## src/logic/sdc_pkg.sv

```systemverilog
/*
 Constants, types and helpers of the SDRAM controller configuration block.
 Assumes an APB slave with byte addresses and 32-bit data.
*/
// Function
// Mode 0 normal, 1 NOP, 2 precharge all
// Mode 3: load mode with address offset
// Mode 5: extended load mode with offset
// Mode 4: auto-refresh; precharge all first; code issues the auto-refresh with no precharge before it
// Mode 6 enters deep power-down
// Refresh count reloads timer, pulse starts refresh
// No refresh before refresh count written
// Column 8-11 bits, row 11-13 bits
// Bank count bit: two or four banks
// CAS latency one to three, reset two
// Bus width bit: 0 wide, 1 narrow
// Write recovery 0-15 cycles, reset two
// Refresh to activate spacing, reset seven
// Precharge to next command, reset three
// Activate to read/write, reset two
// Activate to precharge, reset five
// Clock enable high to activate, reset eight
// Low-power select 00: no low-power commands
// Select 01: self-refresh, clock stopped, exit on access
// Select 10: power-down after each access
// Select 11: deep power-down command
// Partial array, temperature, drive fields held
// Timeout delays entry 0, 64, 128 cycles
// Missed refresh raises error, read clears it
// Forced modes apply always; code 7 normal
package sdc_pkg;
  // Register byte offsets
  localparam logic [7:0] OFS_CMD_MODE = 8'h00;
  localparam logic [7:0] OFS_REF_INT  = 8'h04;
  localparam logic [7:0] OFS_GEOM     = 8'h08;
  localparam logic [7:0] OFS_LOW_PWR  = 8'h10;
  localparam logic [7:0] OFS_STATUS   = 8'h20;
  // Reset values and writable bits
  localparam logic [31:0] RST_GEOM = 32'h852372c0;
  localparam logic [31:0] MSK_MODE = 32'h00000007;
  localparam logic [31:0] MSK_REF  = 32'h00000fff;
  localparam logic [31:0] MSK_LPR  = 32'h00003f73;
  // Field positions in the geometry/timing word
  localparam int FLD_NC = 0;
  localparam int FLD_NR = 2;
  localparam int FLD_NB = 4;
  localparam int FLD_CAS = 5;
  localparam int FLD_DBW = 7;
  localparam int FLD_TWR = 8;
  localparam int FLD_TRC = 12;
  localparam int FLD_TRP = 16;
  localparam int FLD_ROW_TO_COLUMN_CYCLES = 20;
  localparam int FLD_ACTIVE_TO_PRECHARGE_CYCLES = 24;
  localparam int FLD_SELF_REFRESH_EXIT_CYCLES = 28;
  // Field positions in the low-power word
  localparam int FLD_LOW_POWER_SELECT = 0;
  localparam int FLD_TMO = 12;
  // Command modes
  localparam logic [2:0] MODE_NOP  = 3'h1;
  localparam logic [2:0] MODE_PALL = 3'h2;
  localparam logic [2:0] MODE_LMR  = 3'h3;
  localparam logic [2:0] MODE_AREF = 3'h4;
  localparam logic [2:0] MODE_EMR  = 3'h5;
  localparam logic [2:0] MODE_DPD  = 3'h6;
  // Low-power selections and timeouts
  localparam logic [1:0] LP_OFF  = 2'h0;
  localparam logic [1:0] LP_SREF = 2'h1;
  localparam logic [1:0] LP_PDN  = 2'h2;
  localparam logic [1:0] LP_DEEP = 2'h3;
  localparam logic [7:0] TMO_64  = 8'h40;
  localparam logic [7:0] TMO_128 = 8'h80;
  // Memory commands {cs_n, ras_n, cas_n, we_n}
  localparam logic [3:0] CMD_NOP  = 4'h7;
  localparam logic [3:0] CMD_ACT  = 4'h3;
  localparam logic [3:0] CMD_RD   = 4'h5;
  localparam logic [3:0] CMD_WR   = 4'h4;
  localparam logic [3:0] CMD_PRE  = 4'h2;
  localparam logic [3:0] CMD_AREF = 4'h1;
  localparam logic [3:0] CMD_LMR  = 4'h0;
  localparam logic [3:0] CMD_BST  = 4'h6;
  localparam logic [1:0] BA_EXT   = 2'h2;
  localparam int         A_ALL    = 10;

  typedef enum logic [3:0] {
    ST_IDLE, ST_ACT_WAIT, ST_POST, ST_PRE_WAIT, ST_REF_WAIT,
    ST_LP, ST_EXIT_WAIT, ST_DPD, ST_ACK
  } sdc_state_t;

  typedef struct packed {
    logic [1:0]  ba;
    logic [12:0] row;
    logic [12:0] col;
  } sdc_loc_t;

  // Split an address offset into bank, row and column
  function automatic sdc_loc_t sdc_split(input logic [31:0] off,
                                         input logic [31:0] cfg);
    logic [31:0] word;
    int          nc;
    int          nbk;
    sdc_loc_t    loc;
    word = cfg[FLD_DBW] ? (off >> 1) : (off >> 2);
    nc   = 8 + int'(cfg[FLD_NC +: 2]);
    nbk  = cfg[FLD_NB] ? 2 : 1;
    loc.col = 13'(word & ((32'h1 << nc) - 32'h1));
    loc.ba  = 2'((word >> nc) & ((32'h1 << nbk) - 32'h1));
    loc.row = 13'((word >> (nc + nbk)) &
                  ((32'h1 << (11 + int'(cfg[FLD_NR +: 2]))) - 32'h1));
    return loc;
  endfunction : sdc_split
endpackage : sdc_pkg

```

## src/logic/sdc_ctrl.sv

```systemverilog
/*
 SDRAM controller command and configuration logic with APB registers.
 Assumes acc_req held until acc_ack, same clock; memory on SDR pins.
*/
`timescale 1ns/1ps
module sdc_ctrl
  import sdc_pkg::*;
#(
  parameter logic [31:0] MEM_BASE = 32'h20000000
)(
  // Clock and reset
  input  wire logic        pclk,
  input  wire logic        presetn,
  // APB slave
  input  wire logic        psel,
  input  wire logic        penable,
  input  wire logic        pwrite,
  input  wire logic [7:0]  paddr,
  input  wire logic [31:0] pwdata,
  output logic [31:0]      prdata,
  output logic             pready,
  output logic             pslverr,
  // Memory access request
  input  wire logic        acc_req,
  input  wire logic        acc_wr,
  input  wire logic [31:0] acc_addr,
  output logic             acc_ack,
  // Memory device pins
  output logic             mem_cs_n,
  output logic             mem_ras_n,
  output logic             mem_cas_n,
  output logic             mem_we_n,
  output logic [12:0]      mem_addr,
  output logic [1:0]       mem_ba,
  output logic             memory_clock_enable,
  output logic             memory_clock_out
);
  logic [2:0]  mode_r;
  logic [11:0] ref_cnt_r;
  logic [31:0] geom_r;
  logic [31:0] lpr_r;
  logic        rerr_r;
  logic        ref_written_r;
  logic        ref_pend_r;
  logic        ref_tick;
  logic        ref_done_r;
  logic [31:0] rdata_nxt;
  logic        hit;
  logic        wr_en;
  logic        rd_status;
  logic        pready_r;
  logic        pslverr_r;
  logic [31:0] prdata_r;
  sdc_state_t  st_r;
  logic [3:0]  cmd_r;
  logic [12:0] addr_r;
  logic [1:0]  ba_r;
  logic        cke_r;
  logic        clk_out_r;
  logic        tick_r;
  logic        sref_r;
  logic        busy_r;
  logic        is_wr_r;
  logic        ack_r;
  logic [3:0]  cnt_r;
  logic [3:0]  ras_r;
  logic [7:0]  idle_r;
  logic [7:0]  tmo;
  logic [1:0]  lp_sel;
  logic [31:0] acc_off;
  sdc_loc_t    loc;
  logic        step;

  assign lp_sel  = lpr_r[FLD_LOW_POWER_SELECT +: 2];
  assign acc_off = acc_addr - MEM_BASE;
  assign loc     = sdc_split(acc_off, geom_r);
  assign step    = tick_r;

  // APB decode
  always_comb begin
    hit       = 1'b1;
    rdata_nxt = 32'h00000000;
    if (paddr == OFS_CMD_MODE) begin
      rdata_nxt = {29'h0, mode_r};
    end else if (paddr == OFS_REF_INT) begin
      rdata_nxt = {20'h0, ref_cnt_r};
    end else if (paddr == OFS_GEOM) begin
      rdata_nxt = geom_r;
    end else if (paddr == OFS_LOW_PWR) begin
      rdata_nxt = lpr_r;
    end else if (paddr == OFS_STATUS) begin
      rdata_nxt = {31'h0, rerr_r};
    end else begin
      hit = 1'b0;
    end
  end

  assign wr_en     = psel && penable && pready_r && pwrite && hit;
  assign rd_status = psel && penable && pready_r && !pwrite &&
                     paddr == OFS_STATUS;

  // One wait-free access phase per transfer
  always_ff @(posedge pclk or negedge presetn) begin
    if (!presetn) begin
      pready_r  <= 1'b0;
      pslverr_r <= 1'b0;
      prdata_r  <= 32'h00000000;
    end else begin
      pready_r  <= psel && !penable;
      pslverr_r <= psel && !penable && !hit;
      if (psel && !penable) begin
        prdata_r <= rdata_nxt;
      end
    end
  end

  // Configuration registers
  always_ff @(posedge pclk or negedge presetn) begin
    if (!presetn) begin
      mode_r        <= 3'h0;
      ref_cnt_r     <= 12'h000;
      geom_r        <= RST_GEOM;
      lpr_r         <= 32'h00000000;
      ref_written_r <= 1'b0;
    end else if (wr_en) begin
      if (paddr == OFS_CMD_MODE) begin
        mode_r <= pwdata[2:0] & MSK_MODE[2:0];
      end else if (paddr == OFS_REF_INT) begin
        ref_cnt_r     <= pwdata[11:0] & MSK_REF[11:0];
        ref_written_r <= 1'b1;
      end else if (paddr == OFS_GEOM) begin
        geom_r <= pwdata;
      end else if (paddr == OFS_LOW_PWR) begin
        lpr_r <= pwdata & MSK_LPR;
      end
    end
  end

  sdc_ref_timer u_ref_timer (
    .pclk    (pclk),
    .presetn (presetn),
    .load    (wr_en && paddr == OFS_REF_INT),
    .count   ((wr_en && paddr == OFS_REF_INT) ? pwdata[11:0] : ref_cnt_r),
    .tick_r  (ref_tick)
  );

  // Pending refresh and missed-refresh error, set wins over clear
  always_ff @(posedge pclk or negedge presetn) begin
    if (!presetn) begin
      ref_pend_r <= 1'b0;
      rerr_r     <= 1'b0;
    end else begin
      if (ref_tick) begin
        ref_pend_r <= 1'b1;
      end else if (ref_done_r || st_r == ST_DPD ||
                   (st_r == ST_LP && sref_r)) begin
        ref_pend_r <= 1'b0;
      end
      if (ref_tick && ref_pend_r) begin
        rerr_r <= 1'b1;
      end else if (rd_status) begin
        rerr_r <= 1'b0;
      end
    end
  end

  // Low-power entry timeout in master clock cycles
  always_comb begin
    case (lpr_r[FLD_TMO +: 2])
      2'h1:    tmo = TMO_64;
      2'h2:    tmo = TMO_128;
      default: tmo = 8'h00;
    endcase
  end

  always_ff @(posedge pclk or negedge presetn) begin
    if (!presetn) begin
      idle_r <= 8'h00;
    end else if (st_r != ST_IDLE || acc_req) begin
      idle_r <= 8'h00;
    end else if (idle_r != TMO_128) begin
      idle_r <= idle_r + 8'h01;
    end
  end

  // Memory clock: each command stands for one full memory clock
  always_ff @(posedge pclk or negedge presetn) begin
    if (!presetn) begin
      tick_r    <= 1'b0;
      clk_out_r <= 1'b0;
    end else begin
      tick_r    <= !tick_r;
      clk_out_r <= !tick_r && !(st_r == ST_LP && sref_r);
    end
  end

  // Command sequencer
  always_ff @(posedge pclk or negedge presetn) begin
    if (!presetn) begin
      st_r       <= ST_IDLE;
      cmd_r      <= CMD_NOP;
      addr_r     <= 13'h0000;
      ba_r       <= 2'h0;
      cke_r      <= 1'b1;
      cnt_r      <= 4'h0;
      ras_r      <= 4'h0;
      sref_r     <= 1'b0;
      busy_r     <= 1'b0;
      is_wr_r    <= 1'b0;
      ack_r      <= 1'b0;
      ref_done_r <= 1'b0;
    end else begin
      ack_r      <= 1'b0;
      ref_done_r <= 1'b0;
      if (step) begin
        cmd_r <= CMD_NOP;
        if (cnt_r != 4'h0) cnt_r <= cnt_r - 4'h1;
        if (ras_r != 4'h0) ras_r <= ras_r - 4'h1;
        case (st_r)
          ST_IDLE: begin
            if (ref_pend_r) begin
              cmd_r      <= CMD_AREF;
              cnt_r      <= geom_r[FLD_TRC +: 4];
              ref_done_r <= 1'b1;
              st_r       <= ST_REF_WAIT;
            end else if (acc_req) begin
              busy_r  <= 1'b1;
              is_wr_r <= acc_wr;
              case (mode_r)
                MODE_NOP: begin
                  st_r <= ST_ACK;
                end
                MODE_PALL: begin
                  cmd_r         <= CMD_PRE;
                  addr_r        <= 13'h0000;
                  addr_r[A_ALL] <= 1'b1;
                  cnt_r         <= geom_r[FLD_TRP +: 4];
                  st_r          <= ST_PRE_WAIT;
                end
                MODE_LMR: begin
                  cmd_r  <= CMD_LMR;
                  addr_r <= acc_off[12:0];
                  ba_r   <= acc_off[14:13];
                  st_r   <= ST_ACK;
                end
                MODE_AREF: begin
                  cmd_r <= CMD_AREF;
                  cnt_r <= geom_r[FLD_TRC +: 4];
                  st_r  <= ST_REF_WAIT;
                end
                MODE_EMR: begin
                  cmd_r  <= CMD_LMR;
                  addr_r <= acc_off[12:0];
                  ba_r   <= BA_EXT;
                  st_r   <= ST_ACK;
                end
                MODE_DPD: begin
                  cmd_r <= CMD_BST;
                  cke_r <= 1'b0;
                  st_r  <= ST_DPD;
                  ack_r <= 1'b1;
                  busy_r <= 1'b0;
                end
                default: begin
                  cmd_r  <= CMD_ACT;
                  addr_r <= loc.row;
                  ba_r   <= loc.ba;
                  cnt_r  <= geom_r[FLD_ROW_TO_COLUMN_CYCLES +: 4];
                  ras_r  <= geom_r[FLD_ACTIVE_TO_PRECHARGE_CYCLES +: 4];
                  st_r   <= ST_ACT_WAIT;
                end
              endcase
            end else if (lp_sel != LP_OFF && idle_r >= tmo) begin
              cke_r  <= 1'b0;
              sref_r <= lp_sel == LP_SREF;
              if (lp_sel == LP_SREF) begin
                cmd_r <= CMD_AREF;
                st_r  <= ST_LP;
              end else if (lp_sel == LP_DEEP) begin
                cmd_r <= CMD_BST;
                st_r  <= ST_DPD;
              end else begin
                st_r <= ST_LP;
              end
            end
          end
          ST_ACT_WAIT: begin
            if (cnt_r == 4'h0) begin
              cmd_r  <= is_wr_r ? CMD_WR : CMD_RD;
              addr_r <= loc.col;
              cnt_r  <= is_wr_r ? geom_r[FLD_TWR +: 4]
                                : {2'h0, geom_r[FLD_CAS +: 2]};
              st_r   <= ST_POST;
            end
          end
          ST_POST: begin
            if (cnt_r == 4'h0 && ras_r == 4'h0) begin
              cmd_r         <= CMD_PRE;
              addr_r[A_ALL] <= 1'b1;
              cnt_r         <= geom_r[FLD_TRP +: 4];
              st_r          <= ST_PRE_WAIT;
            end
          end
          ST_PRE_WAIT: begin
            if (cnt_r == 4'h0) st_r <= ST_ACK;
          end
          ST_REF_WAIT: begin
            if (cnt_r == 4'h0) st_r <= busy_r ? ST_ACK : ST_IDLE;
          end
          ST_LP: begin
            if (acc_req || lp_sel == LP_OFF ||
                (ref_pend_r && !sref_r)) begin
              cke_r  <= 1'b1;
              cnt_r  <= sref_r ? geom_r[FLD_SELF_REFRESH_EXIT_CYCLES +: 4] : 4'h0;
              sref_r <= 1'b0;
              st_r   <= ST_EXIT_WAIT;
            end
          end
          ST_DPD: begin
            if (acc_req && mode_r != MODE_DPD) begin
              cke_r <= 1'b1;
              cnt_r <= geom_r[FLD_SELF_REFRESH_EXIT_CYCLES +: 4];
              st_r  <= ST_EXIT_WAIT;
            end
          end
          ST_EXIT_WAIT: begin
            if (cnt_r == 4'h0) st_r <= ST_IDLE;
          end
          ST_ACK: begin
            ack_r  <= 1'b1;
            busy_r <= 1'b0;
            st_r   <= ST_IDLE;
          end
          default: st_r <= ST_IDLE;
        endcase
      end
    end
  end

  assign prdata              = prdata_r;
  assign pready              = pready_r;
  assign pslverr             = pslverr_r;
  assign acc_ack             = ack_r;
  assign {mem_cs_n, mem_ras_n, mem_cas_n, mem_we_n} = cmd_r;
  assign mem_addr            = addr_r;
  assign mem_ba              = ba_r;
  assign memory_clock_enable = cke_r;
  assign memory_clock_out    = clk_out_r;

  // Checks
  logic take;
  assign take = step && st_r == ST_IDLE && acc_req && !ref_pend_r;

  property p_nop_mode;
    @(posedge pclk) disable iff (!presetn)
      take && mode_r == MODE_NOP |=> cmd_r == CMD_NOP ##2 ack_r;
  endproperty
  a_nop_mode: assert property (p_nop_mode)
    else $error("NOP mode did not answer with NOP");

  property p_prea_mode;
    @(posedge pclk) disable iff (!presetn)
      take && mode_r == MODE_PALL |=> cmd_r == CMD_PRE && addr_r[A_ALL];
  endproperty
  a_prea_mode: assert property (p_prea_mode)
    else $error("precharge-all mode wrong command");

  property p_lmr_mode;
    @(posedge pclk) disable iff (!presetn)
      take && mode_r == MODE_LMR |=>
        cmd_r == CMD_LMR && addr_r == $past(acc_off[12:0]);
  endproperty
  a_lmr_mode: assert property (p_lmr_mode)
    else $error("load mode value not the offset");

  property p_emr_mode;
    @(posedge pclk) disable iff (!presetn)
      take && mode_r == MODE_EMR |=> cmd_r == CMD_LMR && ba_r == BA_EXT;
  endproperty
  a_emr_mode: assert property (p_emr_mode)
    else $error("extended load mode not issued");

  property p_aref_mode;
    @(posedge pclk) disable iff (!presetn)
      take && mode_r == MODE_AREF |=> cmd_r == CMD_AREF && cke_r;
  endproperty
  a_aref_mode: assert property (p_aref_mode)
    else $error("auto-refresh mode wrong command");

  property p_dpd_mode;
    @(posedge pclk) disable iff (!presetn)
      take && mode_r == MODE_DPD |=> cmd_r == CMD_BST && !cke_r && ack_r;
  endproperty
  a_dpd_mode: assert property (p_dpd_mode)
    else $error("deep power-down not entered");

  property p_no_ref_unwritten;
    @(posedge pclk) disable iff (!presetn)
      !ref_written_r |-> !ref_pend_r && cmd_r != CMD_AREF ||
                         mode_r == MODE_AREF || !cke_r;
  endproperty
  a_no_ref_unwritten: assert property (p_no_ref_unwritten)
    else $error("refresh before count written");

  property p_lp_off;
    @(posedge pclk) disable iff (!presetn)
      st_r == ST_IDLE && lp_sel == LP_OFF && !acc_req |=>
        st_r != ST_LP && st_r != ST_DPD;
  endproperty
  a_lp_off: assert property (p_lp_off)
    else $error("low power entered while inhibited");

  property p_ref_err;
    @(posedge pclk) disable iff (!presetn)
      ref_tick && ref_pend_r |=> rerr_r;
  endproperty
  a_ref_err: assert property (p_ref_err)
    else $error("missed refresh not flagged");

  property p_sref_clk;
    @(posedge pclk) disable iff (!presetn)
      st_r == ST_LP && sref_r |-> !clk_out_r && !cke_r;
  endproperty
  a_sref_clk: assert property (p_sref_clk)
    else $error("clock runs in self-refresh");

  c_normal: cover property (@(posedge pclk) take && mode_r == 3'h0
                            ##[1:200] ack_r);
  c_lmr: cover property (@(posedge pclk) take && mode_r == MODE_LMR);
  c_sref: cover property (@(posedge pclk) st_r == ST_LP && sref_r);
  c_rerr: cover property (@(posedge pclk) $rose(rerr_r));
endmodule : sdc_ctrl

```

## src/logic/sdc_ref_timer.sv

```systemverilog
/*
 Refresh interval timer: reloads from the refresh count and pulses.
 Assumes load is a one-cycle pulse on each write of the count.
*/
`timescale 1ns/1ps
module sdc_ref_timer
  import sdc_pkg::*;
(
  // Clock and reset
  input  wire logic        pclk,
  input  wire logic        presetn,
  // Count and load
  input  wire logic        load,
  input  wire logic [11:0] count,
  // Refresh pulse
  output logic             tick_r
);
  logic [11:0] cnt_r;
  logic        armed_r;

  // Armed only once software has written the count
  always_ff @(posedge pclk or negedge presetn) begin
    if (!presetn) begin
      armed_r <= 1'b0;
    end else if (load) begin
      armed_r <= 1'b1;
    end
  end

  // Down counter, reload on expiry
  always_ff @(posedge pclk or negedge presetn) begin
    if (!presetn) begin
      cnt_r  <= 12'h000;
      tick_r <= 1'b0;
    end else begin
      tick_r <= 1'b0;
      if (load) begin
        cnt_r <= count;
      end else if (armed_r && count != 12'h000) begin
        if (cnt_r == 12'h000) begin
          cnt_r  <= count;
          tick_r <= 1'b1;
        end else begin
          cnt_r <= cnt_r - 12'h001;
        end
      end
    end
  end

  property p_no_tick_unarmed;
    @(posedge pclk) disable iff (!presetn) !armed_r |-> ##1 !tick_r;
  endproperty
  a_no_tick_unarmed: assert property (p_no_tick_unarmed)
    else $error("refresh pulse before count written");
endmodule : sdc_ref_timer

```

## config.mk

```make
export PLATFORM = sky130hd
export DESIGN_NAME = sdc_ctrl
export DESIGN_NICKNAME = d
export VERILOG_FILES = /design/src/logic/sdc_pkg.sv /design/src/logic/sdc_ctrl.sv /design/src/logic/sdc_ref_timer.sv
export SDC_FILE = /design/constraint.sdc
export NUM_CORES = 1
export LEC_CHECK = 0
export BUFFER_PORTS_ARGS = -buffer_cell sky130_fd_sc_hd__buf_2
export CORE_MARGIN = 10
export CORE_UTILIZATION = 50
export DETAILED_ROUTE_END_ITERATION = 10
export GPL_ROUTABILITY_DRIVEN = 1
export PLACE_DENSITY = 0.73
export REMOVE_ABC_BUFFERS = 1
export SYNTH_ARGS = -nofsm -noshare
export SYNTH_HDL_FRONTEND = slang
export SYNTH_SLANG_ARGS = --single-unit
export TNS_END_PERCENT = 5
```

## constraint.sdc

```tcl
create_clock -name pclk -period 4.8 [get_ports pclk]
set_input_delay 0.96 -clock pclk [delete_from_list [all_inputs] [get_ports pclk]]
set_output_delay 0.96 -clock pclk [all_outputs]
set_load 0.05 [all_outputs]
```

## Word-level counts from Yosys, hierarchy flattened

Index checks and enable logic that the tools add are counted.

- Register bits: 155
- Logic and storage cells: 258
- Output and inout port bits: 56
- Bits of input ports: 79

- Shifts and indexed selects: 5
- Add/sub/neg operators: 11
- Equality and inequality tests: 39
- Reductions and logical operators: 66
- Order comparisons: 1
- Muxes and demuxes: 100
- Bitwise logic cells: 8

Operators with widths:

| operator | number |
|---|---|
| two-way mux 4 bit | 27 |
| two-way mux 32 bit | 3 |
| two-way mux 12 bit | 4 |
| two-way mux 13 bit | 3 |
| one-hot mux 13 bit (3 select lines) | 1 |
| two-way mux 1 bit | 36 |
| one-hot mux 4 bit (8 select lines) | 1 |
| subtractor 32 x 30 -> 32 bit, second input constant | 1 |
| two-way mux 31 bit | 1 |
| >> shifter 31 x 5 -> 2 bit | 1 |
| >> shifter 31 x 6 -> 13 bit | 1 |
| bitwise AND 13 bit | 2 |
| left shift 1 x 5 -> 13 bit, first input constant | 2 |
| subtractor 13 x 1 -> 13 bit, second input constant | 2 |
| one-hot mux 4 bit (3 select lines) | 2 |
| != test 2 bit, second input constant | 10 |
| one-hot mux 10 bit (2 select lines) | 1 |
| one-hot mux 4 bit (5 select lines) | 1 |
| logical AND 1 bit | 17 |
| == test 4 x 3 -> 1 bit, second input constant | 4 |
| two-way mux 8 bit | 2 |
| one-hot mux 4 bit (4 select lines) | 1 |
| one-hot mux 8 bit (2 select lines) | 1 |
| nonzero test 2 bit | 8 |
| other kinds (55) | 98 |

## Longest topological paths before layout

- Depth after elaboration: 13
- Mapped depth: 10
- Mapped depth without buffers: 9

## Cells and area by module

From an unflattened synthesis, not the netlist that was laid out.

- Cell total of the unflattened synthesis: 1017
- Area total of the unflattened synthesis: 9885.7 sq um

Modules (own cells, without submodules):

| module | sequential area each (sq um) | area an instance (sq um) | cells each | instances |
|---|---|---|---|---|
| sdc_ctrl | 3523.4 | 8913.5 | 902 | 1 |
| sdc_ref_timer | 350.3 | 972.2 | 115 | 1 |

## Worst setup path after synthesis

No wires, ideal clock.

- Path kind: input to register
- Start point: input paddr[7]
- End point: register prdata_r[10], in the netlist prdata[10]
- Data arrival time: 2.302 ns
- Buffers on the path: 3
- Required time: 4.716 ns
- Path slack: 2.414 ns
- Stages: 8
- Cell sequence: nor4_4 -> and4b_1 -> buf_4 -> and2_1 -> buf_2 -> buf_2 -> a22oi_1 -> o21ai_0

- Word-level cells in the longest chain between the ends: 5

RTL lines:

| item | line | source |
|---|---|---|
| from (decl) | sdc_ctrl.sv:18 | `input wire logic [7:0] paddr,` |
| == test 8 x 5 -> 1 bit | sdc_ctrl.sv:89 | `end else if (paddr == OFS_LOW_PWR) begin` |
| two-way mux 14 bit | sdc_ctrl.sv:89 |  |
| two-way mux 32 bit | sdc_ctrl.sv:87 | `end else if (paddr == OFS_GEOM) begin` |
| two-way mux 32 bit | sdc_ctrl.sv:85 | `end else if (paddr == OFS_REF_INT) begin` |
| two-way mux 32 bit * | sdc_ctrl.sv:83 | `if (paddr == OFS_CMD_MODE) begin` |
| to (signal assigned) | sdc_ctrl.sv:112 | `prdata_r <= rdata_nxt;` |
| to (decl) | sdc_ctrl.sv:53 | `logic [31:0] prdata_r;` |

Mark *: on every way between the ends. The rest lies on a longest branch, timed or not.
A chain may end at the register's enable or synchronous reset.

## Final worst setup path

- Start point: register geom_r[4]
- End point: register addr_r[3], in the netlist mem_addr[3]

- Word-level cells in the longest chain between the ends: 8

RTL lines:

| item | line | source |
|---|---|---|
| from (decl) | sdc_ctrl.sv:40 | `logic [31:0] geom_r;` |
| from (signal assigned) | sdc_ctrl.sv:132 | `geom_r <= pwdata;` |
| two-way mux 2 bit | sdc_pkg.sv:104 | `nbk = cfg[FLD_NB] ? 2 : 1;` |
| adder 5 x 2 -> 6 bit | sdc_pkg.sv:107 | `loc.row = 13'((word >> (nc + nbk)) &` |
| >> shifter 31 x 6 -> 13 bit | sdc_pkg.sv:107 |  |
| bitwise AND 13 bit | sdc_pkg.sv:107 |  |
| one-hot mux 13 bit (3 select lines) | sdc_ctrl.sv:229 | `case (mode_r)` |
| two-way mux 13 bit | sdc_ctrl.sv:226 | `end else if (acc_req) begin` |
| two-way mux 13 bit | sdc_ctrl.sv:221 | `if (ref_pend_r) begin` |
| one-hot mux 10 bit (2 select lines) | sdc_ctrl.sv:219 | `case (st_r)` |
| to (signal assigned) | sdc_ctrl.sv:242 | `addr_r <= acc_off[12:0];` |
| to (signal assigned) | sdc_ctrl.sv:253 | `addr_r <= acc_off[12:0];` |
| to (signal assigned) | sdc_ctrl.sv:266 | `addr_r <= loc.row;` |
| to (decl) | sdc_ctrl.sv:56 | `logic [12:0] addr_r;` |

No other way between the ends. The select of a mux whose other input is x is not followed.

==> results.toml <==
[final_layout]
nNetsFinal = 1157
drive_above_1_share_pct = 25.8
fill_cells = 1626
multi_input_area_sq_um = 5090
antenna_cells = 0
area_growth_pct = 13.1
stdcell_count = 1313
seq_area_sq_um = 3870

[clock_tree]
cts_hold_buf = 0
cts.path.max_buffers = 2
clk_pin_slew_ns = 0.07
cts.sinks = 154
clkLatencyLatePin_ns = 0.43
cts_buffers = 17
cts_tree = "yes"
cts-root-buf = "clkbuf_16"
post_cts_resized = 0
h-tree-depth = 4
postCtsSetupRepairBufs = 0

[synth]
async_flop_share_pct = 100
synth_flop_cell = "dfrtp_1"
yosysWarnings = 0
synth_area_per_cell_sq_um = 9.79
ys_seq_elements = 154
synth_area_sq_um = 9480
seq_area_frac_synth_pct = 40.9
postSynthCellCount = 968
synth_edf_count = 0
yosysUniqueCellTypes = 92

[setup_path]
worstPathRequired_ns = 5.10
crit_type = "flip-flop to flip-flop"
reg2reg_depth = 8
r2r-end = "mem_addr[3]"
r2r_setup_slack_ns = 1.50
crit_arrival_ns = 3.60
critical_path.max_fanout = 25
rr_startpoint = "geom_r[4]"
startpoint_type = "flip-flop"
end_kind = "flip-flop"

[placed_design]
place_inst = 1281
place.detailed.hpwl_microns = 19600
place_congestion = 0.944
io_buffers = 131

[timing]
finClkSkew_ns = 0.00909
whs_ns = 0.490
slew_headroom_pct = 23.8
tightestPinTransition_ns = 1.14
min_period_ns = 3.30
finalMaxSlewViolations = 0
hold_violations = 0
setup_tns_ns = 0
fin_crit_sh_pct = 68.7
rsz0062_at_grt = "no"
fmax_ghz = 0.303
setup_violations = 0

[floorplan]
dieArea_sq_um = 24900
die_w_microns = 158
core_sq_um = 18700
io_pins = 135
die_h_microns = 158
initial_core_util_pct = 50.7
std_cell_rows = 50

[worst_hold_path]
worstHoldPathType = "flip-flop to flip-flop"
worstHoldEndpoint = "prdata[3]"
hold_depth = 2
hp-start = "prdata[3]"

[power]
ir_drop_uv = 259
leakage_uw = 0.00513
p_per_area_nw_per_um2 = 375
power.total_uw = 4020

[drt]
ant_nets = 0
drt_iter0_drc = 741
via_per_inst = 6.13
routed_wl_microns = 26900
dr.pass1.iters = 5
vias = 8050
detail_route.wl_per_cell_microns = 20.5
drc = 0

[status]
status = "complete, no violations"

[global_routing]
grt_antenna_before_repair = 0
grt-ovfl-total = 0
grt_pass1_vias = 7806
grt_max_degree = 94
grt_pass1_wl_microns = 42900
track_usage_pct = 21.6

[flow_run]
cap_violations = 0
[area by class of cell]
cell class | instances | area share, %
inverters | 38 | 1.33
clock buffers | 17 | 3.97
repair buffers | 142 | 6.94
flip-flops and latches | 154 | 36.1
well taps | 234 | 2.73
clock inverters | 15 | 1.47
multi-input cells | 713 | 47.4
[cells in the mapped netlist, types with 6 or more instances]
library cell    n  area [sq um]
clkbuf_1       28           105
buf_2          19          95.1
o31ai_1         9          67.6
nor2_1         57           214
ha_1           11           138
o21ai_0        55           275
nor3_1         16          80.1
o21ai_1         9          45.0
nand2_1       105           394
a31oi_1        16           100
nor4b_1         6          52.6
dfstp_2        16           420
nand4_1         7          43.8
nor4_1         12          75.1
and3_1          9          56.3
mux2i_1        62           621
a22oi_1        18           135
mux2_2         54           608
a21oi_1        46           230
inv_1          37           139
xnor2_1        11          96.3
clkbuf_8        6          82.6
nand3_1        21           105
nor3b_1         7          52.6
nor2b_1         7          43.8
a22o_1         22           193
dfrtp_1       138          3450
and2_1         10          62.6
mux4_2          7           158
o211ai_1        8          60.1
a221oi_1       14           123
nand2b_1       15          93.8
[kinds of logic (layout without fill, tap and decap cells)]
group / count (synthesis) / in the layout / synth area share, %
simple gates: 302 / 302 / 16.6
xor+xnor: 14 / 14 / 1.29
compound gates: 252 / 252 / 18.0
flops: 154 / 154 / 40.9
buf+inv: 102 / 212 / 5.58
fa+ha+maj: 12 / 12 / 1.66
mux: 130 / 130 / 15.9
other cells: 2 / 3 / 0.0792
[state kept, by name, indices dropped and copies added (netlist names), 2 cells and up]
name	flops
idle_r	8
lpr_r	11
cnt_r	4
prdata	32
ras_r	4
geom_r	32
ref_cnt_r	12
cmd_r	3
mem_ba	2
mode_r	3
st_r	4
mem_addr	13
u_ref_timer.cnt_r	12
[worst max-delay path by stage]
stage,from,endpoint,depth (start not counted)
final,geom_r[4],mem_addr[3],8
after global routing,geom_r[0],mem_addr[11],7
after CTS,geom_r[4],mem_addr[3],8
after detailed placement,acc_req,mem_addr[0],7
after global placement,acc_req,mem_addr[1],7
after floorplan,paddr[7],u_ref_timer.cnt_r[4],5
[critical path: stages (launching register included)]
cell and delay, ns:
dfrtp_1 0.48, inv_1 0.10, ha_1 1.05, mux2_2 0.45
mux4_2 0.47, nand2_1 0.08, o21ai_1 0.11, a221oi_1 0.34
a21oi_1 0.07
[through the flow]
step                cell area [sq um]  util, %  setup slack [ns]
floorplan                        9100        -              1.88
global placement                10100     54.2              1.48
detailed placement              10100     54.2              1.44
CTS                             10700     57.3              1.54
global route                    10700     57.3              1.37
finish                          10700     57.3              1.50
[cells in the final DEF, fill, tap and decap left out, types with 10 or more instances in the layout]
cell type	count
mux2_2	54
dfrtp_1	138
mux2i_1	62
o21ai_0	55
a22oi_1	18
nand2b_1	15
nor4_1	12
and2_1	10
xnor2_1	11
nor3_1	16
clkbuf_16	17
buf_2	130
a221oi_1	14
nor2_1	57
a21oi_1	46
dfstp_2	16
nand3_1	21
a31oi_1	16
a22o_1	22
inv_1	37
buf_4	11
ha_1	11
nand2_1	105
[metal layers]
layer,vias up,routed length (microns),track usage [%]
li1,3783,-,-
met1,3948,11600,28.9
met2,289,13200,35.4
met3,30,1740,4.18
met4,0,404,5.08
met5,-,0,0
[where the power goes]
| part | switching, uW | internal, uW |
|---|---|---|
| sequential | 141 | 1420 |
| combinational | 723 | 385 |
| clock | 615 | 735 |
| total | 1480 | 2540 |
Note: power is estimated with default switching activity, not from simulation.
